[src/hdl/usd_pkg.sv]
// constants, types and helpers shared by the uart shadow data port
// Overview of operation
// - the receive and transmit data path answer identically at sixteen aligned 32-bit alias words.
// - an alias read returns the received byte in bits 7:0, taken from the serial or the infrared input.
// - received data is valid only while the data ready flag of line status is set.
// - with the fifo off a new character overwrites an unread byte and flags an overrun.
// - with the fifo on an alias read returns and removes the head of the receive fifo.
// - a character that arrives at a full receive fifo with no alias read in the same cycle is dropped, the fifo kept and an overrun flagged.
// - an alias write sends its byte on the serial output, or on the infrared output in infrared mode.
// - with the fifo off a write clears the holding empty flag.
// - with the fifo off a write before the holding empty flag returns overwrites the pending byte.
// - with the fifo on sixteen writes are accepted before the transmit fifo is full.
// - a write while the transmit fifo is full and the transmitter loads no byte in the same cycle is dropped and leaves the fifo unchanged.
package usd_pkg;
	localparam int unsigned CLK_HZ = 10_000_000;
	localparam int unsigned BAUD_HZ = 115_200;
	localparam logic [7:0] BIT_CYC = 8'(CLK_HZ / BAUD_HZ);
	localparam logic [7:0] HALF_CYC = 8'(CLK_HZ / BAUD_HZ / 2);
	localparam logic [7:0] IR_CYC = 8'(CLK_HZ / BAUD_HZ * 3 / 16);
	localparam int unsigned FIFO_DEPTH = 16;
	localparam int unsigned PTR_W = 4;
	localparam logic [31:0] ALIAS_BASE = 32'h5000_1030;
	localparam logic [31:0] ALIAS_SPAN = 32'h0000_0040;
	localparam logic [31:0] ALIAS_FIVE = 32'h5000_1044;
	localparam logic [31:0] ALIAS_SIX = 32'h5000_1048;
	localparam logic [31:0] CTRL_ADDR = 32'h5000_1080;
	localparam logic [31:0] LSR_ADDR = 32'h5000_1084;
	localparam logic [31:0] INT_STAT_ADDR = 32'h5000_1088;
	localparam logic [31:0] INT_CLR_ADDR = 32'h5000_108c;
	localparam logic [31:0] INT_EN_ADDR = 32'h5000_1090;
	localparam int unsigned FC_FIFO_EN = 0;
	localparam int unsigned FC_IR_MODE = 1;
	localparam int unsigned LS_DR = 0;
	localparam int unsigned LS_OE = 1;
	localparam int unsigned LS_TX_HOLDING_EMPTY_FLAG = 5;
	localparam int unsigned LS_TEMT = 6;
	localparam int unsigned EV_RX = 0;
	localparam int unsigned EV_OE = 1;
	localparam int unsigned EV_TX_HOLDING_EMPTY_FLAG = 2;
	localparam logic [1:0] CTRL_RST = 2'h0;
	localparam logic [2:0] INT_RST = 3'h0;
	localparam logic [7:0] BYTE_RST = 8'h00;

	typedef struct packed {
		logic [31:0] addr;
		logic [31:0] wdata;
		logic wr;
		logic rd;
	} usd_bus_req_s;

	typedef enum logic [1:0] {RX_IDLE, RX_START, RX_DATA, RX_STOP} usd_rx_state_e;
	typedef enum logic [1:0] {TX_IDLE, TX_START, TX_DATA, TX_STOP} usd_tx_state_e;

	function automatic logic usd_is_alias(input logic [31:0] addr);
		usd_is_alias = (addr >= ALIAS_BASE) && (addr < ALIAS_BASE + ALIAS_SPAN) && (addr[1:0] == 2'h0);
	endfunction : usd_is_alias
endpackage : usd_pkg

[src/hdl/usd_sync.sv]
// three flop input synchroniser with agreement filter
`timescale 1ns/1ns
module usd_sync #(
	parameter logic RST_VAL = 1'b1
) (
	// clock and reset
	input wire logic sys_clk_i,
	input wire logic rst_n_i,
	// pin and filtered level
	input wire logic async_i,
	output logic level_o
);
	logic s1;
	logic s2;
	logic s3;

	always_ff @(posedge sys_clk_i)
	begin
		if (!rst_n_i)
		begin
			s1 <= RST_VAL;
			s2 <= RST_VAL;
			s3 <= RST_VAL;
			level_o <= RST_VAL;
		end
		else
		begin
			s1 <= async_i;
			s2 <= s1;
			s3 <= s2;
			if (s2 == s3)
			begin
				level_o <= s3;
			end
		end
	end
endmodule : usd_sync

[src/hdl/usd_fifo.sv]
// byte fifo held in flip-flops
`timescale 1ns/1ns
module usd_fifo (
	// clock and reset
	input wire logic sys_clk_i,
	input wire logic rst_n_i,
	// control
	input wire logic clear_i,
	input wire logic push_i,
	input wire logic pop_i,
	// data and status
	input wire logic [7:0] data_i,
	output logic [7:0] data_o,
	output logic full_o,
	output logic empty_o
);
	import usd_pkg::*;

	logic [7:0] mem [FIFO_DEPTH];
	logic [PTR_W-1:0] wr_idx;
	logic [PTR_W-1:0] rd_idx;
	logic [PTR_W:0] count;
	logic do_push;
	logic do_pop;

	assign do_pop = pop_i && (count != '0);
	assign do_push = push_i && ((count != (PTR_W+1)'(FIFO_DEPTH)) || do_pop);
	assign full_o = (count == (PTR_W+1)'(FIFO_DEPTH));
	assign empty_o = (count == '0);
	assign data_o = mem[rd_idx];

	always_ff @(posedge sys_clk_i)
	begin
		if (do_push)
		begin
			mem[wr_idx] <= data_i;
		end
	end

	always_ff @(posedge sys_clk_i)
	begin
		if (!rst_n_i || clear_i)
		begin
			wr_idx <= '0;
			rd_idx <= '0;
			count <= '0;
		end
		else
		begin
			if (do_push)
			begin
				wr_idx <= wr_idx + 1'b1;
			end
			if (do_pop)
			begin
				rd_idx <= rd_idx + 1'b1;
			end
			if (do_push && !do_pop)
			begin
				count <= count + 1'b1;
			end
			else if (do_pop && !do_push)
			begin
				count <= count - 1'b1;
			end
		end
	end
endmodule : usd_fifo

[src/hdl/usd_top.sv]
// uart shadow data alias with receive and transmit paths
//
// Strobed register access is this design's own decision.
`timescale 1ns/1ns
module usd_top (
	// clock and reset
	input wire logic sys_clk_i,
	input wire logic rst_n_i,
	// register port
	input wire usd_pkg::usd_bus_req_s bus_req_i,
	output logic [31:0] rd_data_o,
	// serial line
	input wire logic serial_input_pin_i,
	input wire logic infrared_rx_input_i,
	output logic serial_output_pin_o,
	output logic infrared_tx_output_low_o,
	// interrupt
	output logic irq_o
);
	import usd_pkg::*;

	logic [1:0] fifo_control;
	logic fifo_en;
	logic ir_mode;
	logic alias_hit;
	logic alias_rd;
	logic alias_wr;
	logic ctrl_wr;
	logic lsr_rd;
	logic mode_chg;
	logic sin_lvl;
	logic ir_lvl;
	logic ir_hold;
	logic rx_line;
	usd_rx_state_e rx_state;
	logic [7:0] rx_cnt;
	logic [2:0] rx_idx;
	logic [7:0] rx_shift;
	logic rx_done;
	logic rx_sample;
	logic [7:0] receive_buffer;
	logic dr_nf;
	logic rx_push;
	logic rx_pop;
	logic [7:0] rx_head;
	logic rx_full;
	logic rx_empty;
	logic rx_data_ready_flag;
	logic ov_ev;
	logic overrun;
	logic [7:0] transmit_holding;
	logic thr_full;
	logic tx_push;
	logic tx_load;
	logic [7:0] tx_head;
	logic tx_full;
	logic tx_empty;
	logic have_data;
	logic tx_holding_empty_flag;
	logic tx_holding_empty_flag_q;
	usd_tx_state_e tx_state;
	logic [7:0] tx_cnt;
	logic [2:0] tx_idx;
	logic [7:0] tx_shift;
	logic tx_bit;
	logic [7:0] line_status;
	logic [2:0] events;
	logic [2:0] int_stat;
	logic [2:0] int_en;

	// register decode
	assign fifo_en = fifo_control[FC_FIFO_EN];
	assign ir_mode = fifo_control[FC_IR_MODE];
	assign alias_hit = usd_is_alias(bus_req_i.addr);
	assign alias_rd = bus_req_i.rd && alias_hit;
	assign alias_wr = bus_req_i.wr && alias_hit;
	assign ctrl_wr = bus_req_i.wr && (bus_req_i.addr == CTRL_ADDR);
	assign lsr_rd = bus_req_i.rd && (bus_req_i.addr == LSR_ADDR);
	assign mode_chg = ctrl_wr && (bus_req_i.wdata[FC_FIFO_EN] != fifo_en);

	always_ff @(posedge sys_clk_i)
	begin
		if (!rst_n_i)
		begin
			fifo_control <= CTRL_RST;
		end
		else if (ctrl_wr)
		begin
			fifo_control <= bus_req_i.wdata[1:0];
		end
	end

	// input pins
	usd_sync #(
		.RST_VAL(1'b1)
	) u_sin_sync (
		.sys_clk_i(sys_clk_i),
		.rst_n_i(rst_n_i),
		.async_i(serial_input_pin_i),
		.level_o(sin_lvl)
	);

	usd_sync #(
		.RST_VAL(1'b0)
	) u_ir_sync (
		.sys_clk_i(sys_clk_i),
		.rst_n_i(rst_n_i),
		.async_i(infrared_rx_input_i),
		.level_o(ir_lvl)
	);

	// an infrared zero is a short pulse, so hold it until the bit is sampled
	always_ff @(posedge sys_clk_i)
	begin
		if (!rst_n_i)
		begin
			ir_hold <= 1'b0;
		end
		else if (ir_lvl)
		begin
			ir_hold <= 1'b1;
		end
		else if (rx_sample)
		begin
			ir_hold <= 1'b0;
		end
	end

	assign rx_line = ir_mode ? !(ir_lvl || ir_hold) : sin_lvl;
	assign rx_sample = (rx_state != RX_IDLE) && (rx_cnt == 8'h00);

	// receive deserialiser, 8 data bits, one stop bit
	always_ff @(posedge sys_clk_i)
	begin
		if (!rst_n_i)
		begin
			rx_state <= RX_IDLE;
			rx_cnt <= 8'h00;
			rx_idx <= 3'h0;
			rx_shift <= BYTE_RST;
			rx_done <= 1'b0;
		end
		else
		begin
			rx_done <= 1'b0;
			if (rx_state != RX_IDLE && !rx_sample)
			begin
				rx_cnt <= rx_cnt - 8'h01;
			end
			unique case (rx_state)
				RX_IDLE:
				begin
					if (!rx_line)
					begin
						rx_state <= RX_START;
						rx_cnt <= HALF_CYC;
					end
				end
				RX_START:
				begin
					if (rx_sample)
					begin
						rx_cnt <= BIT_CYC - 8'h01;
						rx_idx <= 3'h0;
						rx_state <= rx_line ? RX_IDLE : RX_DATA;
					end
				end
				RX_DATA:
				begin
					if (rx_sample)
					begin
						rx_shift <= {rx_line, rx_shift[7:1]};
						rx_cnt <= BIT_CYC - 8'h01;
						rx_idx <= rx_idx + 3'h1;
						if (rx_idx == 3'h7)
						begin
							rx_state <= RX_STOP;
						end
					end
				end
				RX_STOP:
				begin
					if (rx_sample)
					begin
						rx_done <= 1'b1;
						rx_state <= RX_IDLE;
					end
				end
			endcase
		end
	end

	// receive storage
	assign rx_pop = alias_rd && fifo_en;
	assign rx_push = rx_done && fifo_en;
	assign ov_ev = rx_done && (fifo_en ? (rx_full && !rx_pop) : dr_nf);

	usd_fifo u_rx_fifo (
		.sys_clk_i(sys_clk_i),
		.rst_n_i(rst_n_i),
		.clear_i(mode_chg),
		.push_i(rx_push),
		.pop_i(rx_pop),
		.data_i(rx_shift),
		.data_o(rx_head),
		.full_o(rx_full),
		.empty_o(rx_empty)
	);

	always_ff @(posedge sys_clk_i)
	begin
		if (!rst_n_i)
		begin
			receive_buffer <= BYTE_RST;
		end
		else if (rx_done && !fifo_en)
		begin
			receive_buffer <= rx_shift;
		end
	end

	always_ff @(posedge sys_clk_i)
	begin
		if (!rst_n_i || mode_chg)
		begin
			dr_nf <= 1'b0;
		end
		else if (rx_done && !fifo_en)
		begin
			dr_nf <= 1'b1;
		end
		else if (alias_rd)
		begin
			dr_nf <= 1'b0;
		end
	end

	assign rx_data_ready_flag = fifo_en ? !rx_empty : dr_nf;

	always_ff @(posedge sys_clk_i)
	begin
		if (!rst_n_i)
		begin
			overrun <= 1'b0;
		end
		else if (ov_ev)
		begin
			overrun <= 1'b1;
		end
		else if (lsr_rd)
		begin
			overrun <= 1'b0;
		end
	end

	// transmit storage
	assign tx_push = alias_wr && fifo_en;
	assign have_data = fifo_en ? !tx_empty : thr_full;
	assign tx_holding_empty_flag = !have_data;
	assign tx_load = (tx_state == TX_IDLE) && have_data;

	usd_fifo u_tx_fifo (
		.sys_clk_i(sys_clk_i),
		.rst_n_i(rst_n_i),
		.clear_i(mode_chg),
		.push_i(tx_push),
		.pop_i(tx_load && fifo_en),
		.data_i(bus_req_i.wdata[7:0]),
		.data_o(tx_head),
		.full_o(tx_full),
		.empty_o(tx_empty)
	);

	always_ff @(posedge sys_clk_i)
	begin
		if (!rst_n_i)
		begin
			transmit_holding <= BYTE_RST;
		end
		else if (alias_wr && !fifo_en)
		begin
			transmit_holding <= bus_req_i.wdata[7:0];
		end
	end

	always_ff @(posedge sys_clk_i)
	begin
		if (!rst_n_i || mode_chg)
		begin
			thr_full <= 1'b0;
		end
		else if (alias_wr && !fifo_en)
		begin
			thr_full <= 1'b1;
		end
		else if (tx_load)
		begin
			thr_full <= 1'b0;
		end
	end

	// transmit serialiser
	always_ff @(posedge sys_clk_i)
	begin
		if (!rst_n_i)
		begin
			tx_state <= TX_IDLE;
			tx_cnt <= 8'h00;
			tx_idx <= 3'h0;
			tx_shift <= BYTE_RST;
			tx_bit <= 1'b1;
		end
		else
		begin
			if (tx_state != TX_IDLE && tx_cnt != 8'h00)
			begin
				tx_cnt <= tx_cnt - 8'h01;
			end
			unique case (tx_state)
				TX_IDLE:
				begin
					if (tx_load)
					begin
						tx_shift <= fifo_en ? tx_head : transmit_holding;
						tx_cnt <= BIT_CYC - 8'h01;
						tx_bit <= 1'b0;
						tx_state <= TX_START;
					end
				end
				TX_START:
				begin
					if (tx_cnt == 8'h00)
					begin
						tx_cnt <= BIT_CYC - 8'h01;
						tx_bit <= tx_shift[0];
						tx_shift <= {1'b0, tx_shift[7:1]};
						tx_idx <= 3'h0;
						tx_state <= TX_DATA;
					end
				end
				TX_DATA:
				begin
					if (tx_cnt == 8'h00)
					begin
						tx_cnt <= BIT_CYC - 8'h01;
						tx_idx <= tx_idx + 3'h1;
						if (tx_idx == 3'h7)
						begin
							tx_bit <= 1'b1;
							tx_state <= TX_STOP;
						end
						else
						begin
							tx_bit <= tx_shift[0];
							tx_shift <= {1'b0, tx_shift[7:1]};
						end
					end
				end
				TX_STOP:
				begin
					if (tx_cnt == 8'h00)
					begin
						tx_state <= TX_IDLE;
					end
				end
			endcase
		end
	end

	// line drivers; an infrared zero is a low pulse over the first part of the bit
	always_ff @(posedge sys_clk_i)
	begin
		if (!rst_n_i)
		begin
			serial_output_pin_o <= 1'b1;
			infrared_tx_output_low_o <= 1'b1;
		end
		else
		begin
			serial_output_pin_o <= ir_mode ? 1'b1 : tx_bit;
			infrared_tx_output_low_o <= !(ir_mode && !tx_bit && (tx_cnt >= BIT_CYC - IR_CYC));
		end
	end

	// line status and interrupts
	always_comb
	begin
		line_status = 8'h00;
		line_status[LS_DR] = rx_data_ready_flag;
		line_status[LS_OE] = overrun;
		line_status[LS_TX_HOLDING_EMPTY_FLAG] = tx_holding_empty_flag;
		line_status[LS_TEMT] = tx_holding_empty_flag && (tx_state == TX_IDLE);
	end

	always_ff @(posedge sys_clk_i)
	begin
		if (!rst_n_i)
		begin
			tx_holding_empty_flag_q <= 1'b1;
		end
		else
		begin
			tx_holding_empty_flag_q <= tx_holding_empty_flag;
		end
	end

	always_comb
	begin
		events = 3'h0;
		events[EV_RX] = rx_done;
		events[EV_OE] = ov_ev;
		events[EV_TX_HOLDING_EMPTY_FLAG] = tx_holding_empty_flag && !tx_holding_empty_flag_q;
	end

	// a new event wins over a clear in the same cycle
	always_ff @(posedge sys_clk_i)
	begin
		if (!rst_n_i)
		begin
			int_stat <= INT_RST;
		end
		else if (bus_req_i.wr && (bus_req_i.addr == INT_CLR_ADDR))
		begin
			int_stat <= (int_stat & ~bus_req_i.wdata[2:0]) | events;
		end
		else
		begin
			int_stat <= int_stat | events;
		end
	end

	always_ff @(posedge sys_clk_i)
	begin
		if (!rst_n_i)
		begin
			int_en <= INT_RST;
		end
		else if (bus_req_i.wr && (bus_req_i.addr == INT_EN_ADDR))
		begin
			int_en <= bus_req_i.wdata[2:0];
		end
	end

	assign irq_o = |(int_stat & int_en);

	// read data stands for exactly one cycle after the strobe
	always_ff @(posedge sys_clk_i)
	begin
		if (!rst_n_i || !bus_req_i.rd)
		begin
			rd_data_o <= 32'h0000_0000;
		end
		else if (alias_hit)
		begin
			rd_data_o <= {24'h00_0000, fifo_en ? rx_head : receive_buffer};
		end
		else
		begin
			unique case (bus_req_i.addr)
				CTRL_ADDR: rd_data_o <= {30'h0000_0000, fifo_control};
				LSR_ADDR: rd_data_o <= {24'h00_0000, line_status};
				INT_STAT_ADDR: rd_data_o <= {29'h0000_0000, int_stat};
				INT_EN_ADDR: rd_data_o <= {29'h0000_0000, int_en};
				default: rd_data_o <= 32'h0000_0000;
			endcase
		end
	end
endmodule : usd_top

[config.mk]
export PLATFORM = sky130hd
export DESIGN_NAME = usd_top
export DESIGN_NICKNAME = d
export VERILOG_FILES = /design/src/hdl/usd_pkg.sv /design/src/hdl/usd_sync.sv /design/src/hdl/usd_fifo.sv /design/src/hdl/usd_top.sv
export SDC_FILE = /design/constraint.sdc
export NUM_CORES = 1
export LEC_CHECK = 0
export BUFFER_PORTS_ARGS = -buffer_cell sky130_fd_sc_hd__buf_2
export CORE_MARGIN = 2
export CORE_UTILIZATION = 25
export DETAILED_ROUTE_END_ITERATION = 8
export GPL_TIMING_DRIVEN = 0
export PLACE_DENSITY_LB_ADDON = 0.05
export SYNTH_ARGS = -nofsm -noshare
export SYNTH_HDL_FRONTEND = slang
export SYNTH_SLANG_ARGS = --single-unit
[constraint.sdc]
create_clock -name sys_clk_i -period 4.3 [get_ports sys_clk_i]
set_input_delay 0.215 -clock sys_clk_i [delete_from_list [all_inputs] [get_ports sys_clk_i]]
set_output_delay 0.215 -clock sys_clk_i [all_outputs]
set_load 0.005 [all_outputs]
==> results of run 1 <==
==> per-layer routing <==
layer	routed length (um)	track usage	vias to the layer above	share of wire
met2	23400	0.244	204	0.47
met5	42	0	-	0.00085
met1	22200	0.193	5099	0.45
met4	1330	0.0479	6	0.027
li1	-	-	4872	-
met3	2310	0.0312	76	0.047
==> cells by family after synthesis <==
family                   Yosys count  synth area share
adder cells (fa/ha/maj)           36            0.0283
AND/OR/NAND/NOR                  333             0.113
XOR/XNOR                          18           0.00959
other                              1          0.000228
multiplexers                     117             0.109
flip-flops                       381             0.620
AO/OA/AOI/OAI                    216            0.0841
buffers and inverters            116            0.0360
==> worst max-delay path, delay by kind of cell (launching register included) <==
| kind | cells | cell delay [ns] |
|---|---|---|
| and+or+nand+nor | 5 | 1.84 |
| adders and majority gates | 2 | 0.55 |
| AOI/OAI and AO/OA | 3 | 0.52 |
| buffers and inverters | 2 | 0.38 |
| DFF | 1 | 0.36 |
| xor gates and xnor gates | 1 | 0.09 |
==> cell usage after synthesis (6+ instances only) <==
| cell | n |
|---|---|
| buf_4 | 31 |
| nor4_1 | 8 |
| clkbuf_1 | 21 |
| mux2i_1 | 63 |
| o21ai_0 | 34 |
| buf_2 | 19 |
| and2_1 | 9 |
| a31oi_1 | 10 |
| or3_1 | 8 |
| nor3_1 | 10 |
| nor2_1 | 67 |
| a211oi_1 | 6 |
| and3_1 | 32 |
| a21oi_1 | 82 |
| nand2_1 | 79 |
| a22oi_1 | 18 |
| edfxtp_1 | 256 |
| inv_1 | 36 |
| nand2b_1 | 10 |
| xor2_1 | 8 |
| xnor2_1 | 10 |
| ha_1 | 34 |
| mux4_2 | 49 |
| dfxtp_1 | 125 |
| a221oi_1 | 6 |
| nand4_1 | 18 |
| a21o_1 | 8 |
| o31ai_1 | 7 |
| nor2b_1 | 21 |
| nand3_1 | 28 |
==> state kept, by name, summed over array words and instances, names as in the netlist, 2 cells and up, named ones only <==
register          cells
u_tx_fifo.count       5
u_rx_fifo.mem       128
tx_shift              8
fifo_control          2
u_tx_fifo.wr_idx      4
u_rx_fifo.rd_idx      4
transmit_holding      8
u_rx_fifo.count       5
rx_shift              8
rx_idx                3
u_tx_fifo.mem       128
rx_cnt                8
receive_buffer        8
tx_cnt                8
u_rx_fifo.wr_idx      4
int_stat              3
rd_data_o             8
int_en                3
tx_state              2
u_tx_fifo.rd_idx      4
tx_idx                3
==> report_power, final <==
part / switching [mW] / total [mW] / internal, mW
registers: 0.0227 / 3.93 / 3.90
clock network: 1.56 / 3.79 / 2.22
logic: 0.267 / 0.413 / 0.145
total: 1.85 / 8.13 / 6.27
==> through the flow <==
stage | std cells | power, mW | hold WS (ns) | cell area, sq um | setup slack [ns]
6_report | 2250 | 8.13 | 0.0470 | 19400 | 0.485
5_1_grt | 2250 | 8.46 | 0.0380 | 19400 | 0.140
4_1_cts | 2250 | 8.27 | 0.0114 | 19400 | 0.363
3_5_place_dp | 2164 | 4.42 | 0.400 | 17900 | -0.0390
3_3_place_gp | 2160 | 4.43 | 0.396 | 17900 | -0.310
2_1_floorplan | 1241 | 4.26 | 0.314 | 16500 | 1.20
==> timing repair <==
item,CTS,global route
hold buffers,3,0
endpoints found under the hold margin,2,0
gates resized for setup,0,0
==> final cells by class <==
class	instances	area (sq um)
tap	864	1080
multi-input combinational	744	5760
sequential	381	10200
inverter	37	139
timing repair buffer	62	350
fill	6685	46000
buffer	79	453
clock inverter	18	143
clock buffer	65	1300
==> how the worst max path moves through the flow <==
stage                                               start                               to
after global placement                      bus_req_i[63]   u_rx_fifo.mem[11][6]$_DFFE_PP_
after detailed placement                    bus_req_i[63]  u_tx_fifo.count[4]$_SDFFE_PP0P_
after global routing      u_rx_fifo.count[0]$_SDFFE_PP0P_  u_rx_fifo.count[4]$_SDFFE_PP0P_
after CTS                 u_rx_fifo.count[0]$_SDFFE_PP0P_  u_rx_fifo.count[4]$_SDFFE_PP0P_
final                     u_rx_fifo.count[0]$_SDFFE_PP0P_  u_rx_fifo.count[4]$_SDFFE_PP0P_
after floorplan           u_tx_fifo.count[0]$_SDFFE_PP0P_  u_tx_fifo.count[4]$_SDFFE_PP0P_
==> results.py, run 1 <==
metrics = {
    "global_routing": {
        "grt_pass1_wl_mm": 72.9,
        "antenna_found_initial": 5,
        "grt_util_all_layers": 0.148,
        "grt_max_degree": 22,
        "grt_pass1_vias": 10680,
        "grt_overflow": 0,
    },
    "cells_and_area": {
        "drive_gt1_frac": 0.193,
        "area_delta_synth_final_pct": 18.2,
        "postLayoutCoreUtil": 0.297,
        "antenna-diode-count": 0,
        "layout_commonest_cell": "edfxtp_1",
        "final_cell_mix": "256 x edfxtp_1, 125 x dfxtp_1, 82 x a21oi_1, 79 x nand2_1, 74 x buf_2",
        "final_nets": 1457,
    },
    "detailed_routing": {
        "wl_per_cell_um": 21.9,
        "dr.pass1.iters": 5,
        "drt-total-wl_mm": 49.2,
        "routed-via-count": 10257,
        "drtAntennaViolNets": 0,
        "avgViaCountPerCell": 4.56,
        "drc": 0,
        "drt_iter0_drc": 612,
    },
    "critical_path": {
        "path_common_cell": "nand2_1",
        "crit_path_max_incr_delay_ns": 0.96,
        "endpoint_kind": "register",
        "start_kind": "register",
        "critPathKind": "register to register",
        "timing.rr.start": "u_rx_fifo.count[0]$_SDFFE_PP0P_",
        "critPathMaxFanout": 10,
        "r2r_setup_slack_ns": 0.49,
        "crit_slowest_cell": "nor4_1",
        "path_cells": "nor4_1, nand2_1, nand2_1, nand2_1, clkbuf_1, ha_1, inv_1, ha_1, a21o_1, a21oi_1, xnor2_1, or3_1, a21oi_1",
        "rr_endpoint": "u_rx_fifo.count[4]$_SDFFE_PP0P_",
        "required_ns": 4.80,
        "r2r_cells": 13,
        "worstPathArrival_ns": 4.31,
    },
    "clock_tree": {
        "cts.sinks": 381,
        "cts_tree": "built",
        "path_clk_slew_ns": 0.06,
        "cts-buffers-inserted": 46,
        "clockBufferDepth": 3,
        "cts_root_buf": "clkbuf_16",
        "htreeDepth": 2,
        "insertion_delay_ns": 0.58,
        "post_cts_buffers": 0,
    },
    "power": {
        "p_per_area_nw_per_um2": 418,
        "ir_drop_uv": 239,
        "leakagePower_nw": 6.53,
    },
    "timing": {
        "skew_ns": 0.0238,
        "worst_pin_slew_ns": 1.11,
        "setup_violations": 0,
        "relSlewSlack": 0.254,
        "finalSetupTns_ns": 0,
        "slew_violations": 0,
        "finalCriticalPeriod_ns": 3.81,
        "fin_crit_sh": 0.887,
        "rsz0062_at_grt": "no",
        "max_freq_mhz": 262,
        "finalHoldViolCount": 0,
    },
    "synthesis": {
        "async_reset_ff_frac": 0,
        "ys.warnings.count": 0,
        "ys_seq_elements": 381,
        "synthCells": 1218,
        "synth_area_sq_um": 16400,
        "synth_top_cell_area_share": 0.468,
        "synth-seq-area-share": 0.620,
        "yosys.cell_types.count": 80,
        "synth-edff-count": 256,
        "avgSynthCellArea_sq_um": 13.5,
        "netlist_top_cells_area": "edfxtp_1 47%, dfxtp_1 15%, mux4_2 6.7%",
        "post-synth-top-area-cell": "edfxtp_1",
        "synth_top_flop_cell": "edfxtp_1",
    },
    "flow_run": {
        "drv_cap": 0,
    },
    "floorplanning": {
        "core_sq_um": 65400,
        "start_util": 0.251,
        "die_w_um": 260,
        "die_h_um": 260,
        "die_area_sq_um": 67800,
        "std_cell_rows": 94,
        "io_pins": 105,
    },
    "min_path": {
        "hold_path_end": "u_tx_fifo.mem[4][7]$_DFFE_PP_",
        "hp-class": "input pin to register",
        "min_from": "bus_req_i[9]",
        "hold_depth": 1,
    },
    "placement": {
        "port_buffers": 55,
        "dp_hpwl_mm": 34.3,
        "gp_congestion": 0.733,
    },
    "run_status": {
        "status": "finished, final reports clean",
    },
}
Note: power is estimated with default switching activity, not from simulation.
==> run 2: changes to the inputs <==
==> constraint.sdc (replaced) <==
create_clock -name sys_clk_i -period 4.9 [get_ports sys_clk_i]
set_input_delay 0.245 -clock sys_clk_i [delete_from_list [all_inputs] [get_ports sys_clk_i]]
set_output_delay 0.245 -clock sys_clk_i [all_outputs]
set_load 0.005 [all_outputs]
==> run 2 against run 1 <==
- non-clock buffer count fell by 1
- critical path depth unchanged
- combinational power decreased by 12%
- maximum frequency shrank 0.27%
- clock-buffer cell count unchanged
- worst hold slack is essentially flat
- critical path type unchanged
==> results.py, run 2 (synthesized netlist as in run 1, its figures left out) <==
metrics = {
    "run_status": {
        "status": "finished, final reports clean",
    },
    "critical_path": {
        "critPathTopFamily": "simple AND/OR/NAND/NOR gates",
        "worst-path-buf-inv": 2,
        "crit_slowest_cell": "nor4_1",
        "endpoint_kind": "register",
        "start_kind": "register",
        "path_cells": "nor4_1, nand2_1, nand2_1, nand2_1, clkbuf_1, ha_1, inv_1, ha_1, a21o_1, a21oi_1, xnor2_1, or3_1, a21oi_1",
        "path_common_cell": "nand2_1",
        "critPathMaxFanout": 10,
        "worstPathArrival_ns": 4.32,
        "required_ns": 5.40,
        "critPathKind": "register to register",
        "crit_path_max_incr_delay_ns": 0.97,
    },
    "timing": {
        "rsz0062_at_grt": "no",
        "setup_violations": 0,
        "worst_slack_ns": 1.07,
        "finalHoldViolCount": 0,
        "fin_crit_sh": 0.781,
        "finalSetupTns_ns": 0,
        "finalCriticalPeriod_ns": 3.83,
        "relSlewSlack": 0.244,
        "max_freq_mhz": 261,
        "timing.hold.ws_ns": 0.0469,
        "skew_ns": 0.0275,
        "worst_pin_slew_ns": 1.12,
        "slew_violations": 0,
    },
    "cells_and_area": {
        "layout_commonest_cell": "edfxtp_1",
        "area_delta_synth_final_pct": 18.1,
        "fillCellCount": 6686,
        "final_nets": 1456,
        "final_cell_mix": "256 x edfxtp_1, 125 x dfxtp_1, 82 x a21oi_1, 79 x nand2_1, 74 x buf_2",
        "multi_input_area_sq_um": 5760,
        "seq_area_sq_um": 10200,
        "drive_gt1_frac": 0.193,
        "reg_top3": "u_rx_fifo.mem: 128 flops, u_tx_fifo.mem: 128 flops",
    },
    "global_routing": {
        "grt_util_all_layers": 0.148,
        "grt_overflow": 0,
        "grt_max_degree": 22,
        "antenna_found_initial": 5,
        "grt_pass1_vias": 10674,
        "grt_pass1_wl_mm": 72.8,
    },
    "placement": {
        "dp_slack_ns": 0.531,
        "gp_congestion": 0.733,
        "port_buffers": 55,
        "dp_hpwl_mm": 34.3,
    },
    "clock_tree": {
        "cts-buffers-inserted": 46,
        "path_clk_slew_ns": 0.06,
        "cts_tree": "built",
        "htreeDepth": 2,
        "cts_resized": 0,
        "cts_root_buf": "clkbuf_16",
        "cts.sinks": 381,
        "clockBufferDepth": 3,
        "insertion_delay_ns": 0.58,
    },
    "detailed_routing": {
        "dr.pass1.iters": 6,
        "avgViaCountPerCell": 4.56,
        "drt_iter0_drc": 611,
        "drtAntennaViolNets": 0,
        "drc": 0,
        "wl_per_cell_um": 21.9,
        "routed-via-count": 10260,
        "drt-total-wl_mm": 49.3,
    },
    "flow_run": {
        "drv_cap": 0,
    },
    "floorplanning": {
        "die_area_sq_um": 67800,
        "core_sq_um": 65400,
        "die_w_um": 260,
        "io_pins": 105,
        "start_util": 0.251,
        "std_cell_rows": 94,
        "die_h_um": 260,
    },
    "power": {
        "leakagePower_nw": 6.53,
        "ir_drop_uv": 210,
        "p_per_area_nw_per_um2": 368,
    },
    "min_path": {
        "hp-class": "input pin to register",
    },
}
run 2: cell types whose count changed in the layout (fill, tap and decap cells not counted):
cell	delta
diode_2	+2
dlygate4sd3_1	-1
run 2: repair_timing:
action / CTS / global route
endpoints found under the hold margin: 2 / 0
buffers inserted: 0 / 0
hold buffers: 2 / 0
run 2: final timing paths:
| path | startpoint | endpoint | slack, ns | cells after the start |
|---|---|---|---|---|
| worst max-delay path | u_rx_fifo.count[0]$_SDFFE_PP0P_ | u_rx_fifo.count[4]$_SDFFE_PP0P_ | 1.07 | 13 |
| worst min-delay path | rst_n_i | u_sin_sync.s1$_SDFF_PN1_ | 0.05 | 2 |
| worst max register to register | u_rx_fifo.count[0]$_SDFFE_PP0P_ | u_rx_fifo.count[4]$_SDFFE_PP0P_ | 1.07 | 13 |
| worst min register to register | u_sin_sync.s1$_SDFF_PN1_ | u_sin_sync.s2$_SDFF_PN1_ | 0.40 | 1 |
run 2: cell type report:
cell class / instances / share of cell area
Sequential cell: 381 / 0.525
Buffer: 79 / 0.0233
Inverter: 37 / 0.00715
Antenna cell: 2 / 0.000258
Tap cell: 864 / 0.0557
Multi-Input combinational cell: 744 / 0.297
Clock buffer: 65 / 0.0671
Clock inverter: 18 / 0.00735
Timing Repair Buffer: 61 / 0.0175
run 2: metrics by stage:
step	utilization	area, sq um	std cells	power (mW)
finish	0.297	19400	2251	7.14
global route	0.297	19400	2249	7.42
CTS	0.297	19400	2249	7.26
detailed placement	0.274	17900	2164	3.88
global placement	0.273	17900	2160	3.89
floorplan	-	16500	1241	3.74
run 2: metal layers:
metal  up-vias  track usage  part of all wire
met5         -            0           0.00085
met4         6       0.0479             0.027
met3        74       0.0312             0.046
met2       178        0.244              0.47
met1      5132        0.193              0.45
li1       4870            -                 -
run 2: power by group:
part,internal (mW),switching [mW]
Combinational,0.127,0.236
Clock,1.95,1.38
Sequential,3.43,0.0201
Total,5.50,1.64
run 2: worst register-to-register path, delay by kind of cell (launching register included):
kind,cells,cell delay [ns]
xor+xnor,1,0.09
fa+ha+maj,2,0.56
simple gates,5,1.86
buf+inv,2,0.38
flops,1,0.36
compound gates,3,0.52
==> run 3: changes to the inputs <==
==> constraint.sdc (replaced) <==
create_clock -name sys_clk_i -period 3.2 [get_ports sys_clk_i]
set_input_delay 0.16 -clock sys_clk_i [delete_from_list [all_inputs] [get_ports sys_clk_i]]
set_output_delay 0.16 -clock sys_clk_i [all_outputs]
set_load 0.005 [all_outputs]
==> run 3 against run 2 <==
- total power increased by 53%
- die area unchanged
- sequential share of layout area decreased by 0.67 points
- sequential power increased by 53%
- non-clock buffer count increased by 13
- final area increased by 1.3%
- cell count increased by 0.58%
- critical endpoint is now u_tx_fifo.count[4]$_SDFFE_PP0P_
- largest cell class unchanged
- largest power group unchanged
==> results.py, run 3 (synthesized netlist as in run 1, its figures left out) <==
metrics = {
    "power": {
        "power_frac_clock": 0.465,
        "p_per_area_nw_per_um2": 557,
        "leakagePower_nw": 6.62,
        "seqPwrFrac": 0.482,
        "pwr-share-comb": 0.053,
        "internal_power_mw": 8.45,
        "swShare": 0.229,
        "p_switching_mw": 2.50,
        "total_power_mw": 11.0,
        "ir_drop_uv": 320,
    },
    "critical_path": {
        "required_ns": 3.71,
        "start_kind": "register",
        "r2r_cells": 12,
        "crit_path_end": "u_tx_fifo.count[4]$_SDFFE_PP0P_",
        "r2r_setup_slack_ns": 0.20,
        "timing.rr.start": "u_tx_fifo.count[1]$_SDFFE_PP0P_",
        "startpoint": "u_tx_fifo.count[1]$_SDFFE_PP0P_",
        "critPathMaxFanout": 17,
        "worstPathArrival_ns": 3.51,
        "rr_endpoint": "u_tx_fifo.count[4]$_SDFFE_PP0P_",
        "endpoint_kind": "register",
        "critPathKind": "register to register",
    },
    "cells_and_area": {
        "drive_gt1_frac": 0.213,
        "area_delta_synth_final_pct": 19.7,
        "seq_area_sq_um": 10200,
        "final_nets": 1469,
        "final_cell_mix": "256 x edfxtp_1, 124 x dfxtp_1, 79 x a21oi_1, 78 x nand2_1, 72 x buf_2",
        "multi_input_area_sq_um": 5890,
        "fillCellCount": 6660,
        "post_layout_nonfiller_instances": 2264,
        "postLayoutCoreUtil": 0.301,
        "reg_top3": "u_rx_fifo.mem: 128 flops, u_tx_fifo.mem: 128 flops",
        "layout_commonest_cell": "edfxtp_1",
    },
    "clock_tree": {
        "cts.sinks": 381,
        "cts_tree": "built",
        "cts-buffers-inserted": 46,
        "insertion_delay_ns": 0.58,
        "cts_root_buf": "clkbuf_16",
        "clockBufferDepth": 3,
        "htreeDepth": 2,
        "path_clk_slew_ns": 0.06,
    },
    "timing": {
        "worst_pin_slew_ns": 0.998,
        "skew_ns": 0.0248,
        "max_freq_mhz": 333,
        "fin_crit_sh": 0.937,
        "setup_violations": 0,
        "finalSetupTns_ns": 0,
        "rsz0062_at_grt": "no",
        "slew_violations": 0,
        "finalHoldViolCount": 0,
        "relSlewSlack": 0.318,
        "finalCriticalPeriod_ns": 3.00,
    },
    "floorplanning": {
        "start_util": 0.251,
        "die_area_sq_um": 67800,
        "die_w_um": 260,
        "io_pins": 105,
        "core_sq_um": 65400,
        "die_h_um": 260,
        "std_cell_rows": 94,
    },
    "run_status": {
        "status": "finished, final reports clean",
    },
    "detailed_routing": {
        "drtAntennaViolNets": 0,
        "drt_iter0_drc": 643,
        "avgViaCountPerCell": 4.53,
        "dr.pass1.iters": 6,
        "routed-via-count": 10245,
        "wl_per_cell_um": 21.8,
        "drc": 0,
        "drt-total-wl_mm": 49.3,
    },
    "global_routing": {
        "grt_util_all_layers": 0.148,
        "grt_max_degree": 22,
        "grt_overflow": 0,
        "grt_pass1_vias": 10703,
        "grt_pass1_wl_mm": 73.0,
        "antenna_found_initial": 4,
    },
    "placement": {
        "gp_congestion": 0.733,
        "dpl.cell_count": 2164,
        "port_buffers": 55,
        "dp_hpwl_mm": 34.3,
    },
    "min_path": {
        "hp-class": "input pin to register",
    },
    "flow_run": {
        "drv_cap": 0,
    },
}
-- run 3: changes by cell type in the layout (fill, tap and decap cells not counted), sizes merged --
cell,before,now
dlygate4sd3,2,5
clkbuf,87,86
clkinvlp,2,3
buf,116,127
inv,38,37
-- run 3: critical path, cell delays in order, from the launching register on --
cell and delay [ns]:
dfxtp_2 0.34, or4_4 0.56, nand3b_1 0.22, and2_4 0.20, and2_4 0.21, ha_4 0.19, inv_4 0.07, ha_4 0.20
a21o_1 0.19, a21oi_2 0.16, xnor2_2 0.08, or3_4 0.36, a21oi_2 0.13
-- run 3: per-stage QoR --
stage          setup slack (ns)  instance area, sq um  hold slack, ns
2_1_floorplan            0.0990                 16500           0.259
3_3_place_gp              -1.35                 17900           0.342
3_5_place_dp              -1.08                 17900           0.347
4_1_cts                 0.00563                 19500         0.00430
5_1_grt                  0.0397                 19700          0.0151
6_report                  0.201                 19700          0.0230
-- run 3: worst min path at each step --
stage	endpoint	depth (start not counted)	slack [ns]	start
floorplan	u_tx_fifo.mem[0][0]$_DFFE_PP_	0	0.26	bus_req_i[2]
global placement	u_sin_sync.s1$_SDFF_PN1_	2	0.34	serial_input_pin_i
detailed placement	u_sin_sync.s1$_SDFF_PN1_	2	0.35	serial_input_pin_i
CTS	u_tx_fifo.mem[15][3]$_DFFE_PP_	1	0.004	bus_req_i[5]
global route	u_tx_fifo.mem[15][3]$_DFFE_PP_	1	0.02	bus_req_i[5]
finish	u_tx_fifo.mem[12][3]$_DFFE_PP_	1	0.02	bus_req_i[5]
-- run 3: repair_timing --
action	in CTS	in global routing
buffers inserted	6	7
setup endpoints to repair	8	2
hold buffers	5	0
gates cloned	0	0
pin swaps	3	7
hold endpoints to repair	20	0
gates resized for setup	13	17
-- run 3: layout make-up --
type / count / area share
Antenna cell: 2 / 0.000254
Buffer: 76 / 0.0227
Clock buffer: 65 / 0.0663
Clock inverter: 18 / 0.00725
Inverter: 37 / 0.00738
Multi-Input combinational cell: 744 / 0.299
Sequential cell: 381 / 0.518
Tap cell: 864 / 0.0550
Timing Repair Buffer: 77 / 0.0238
-- run 3: metal layers --
layer / track usage / wire [um] / vias to the layer above
met1: 0.193 / 21500 / 5080
met4: 0.0479 / 1300 / 4
met2: 0.245 / 23500 / 189
met3: 0.0314 / 2990 / 69
met5: 0 / 26 / -
li1: - / - / 4903
-- run 3: power by group through the flow --
| stage | clock network, mW | registers [mW] | logic [mW] |
|---|---|---|---|
| after floorplan | 0 | 5.37 | 0.349 |
| after global placement | 0 | 5.38 | 0.568 |
| after detailed placement | 0 | 5.38 | 0.563 |
| after CTS | 5.27 | 5.28 | 0.583 |
| after global routing | 5.46 | 5.28 | 0.651 |
| final | 5.09 | 5.28 | 0.582 |
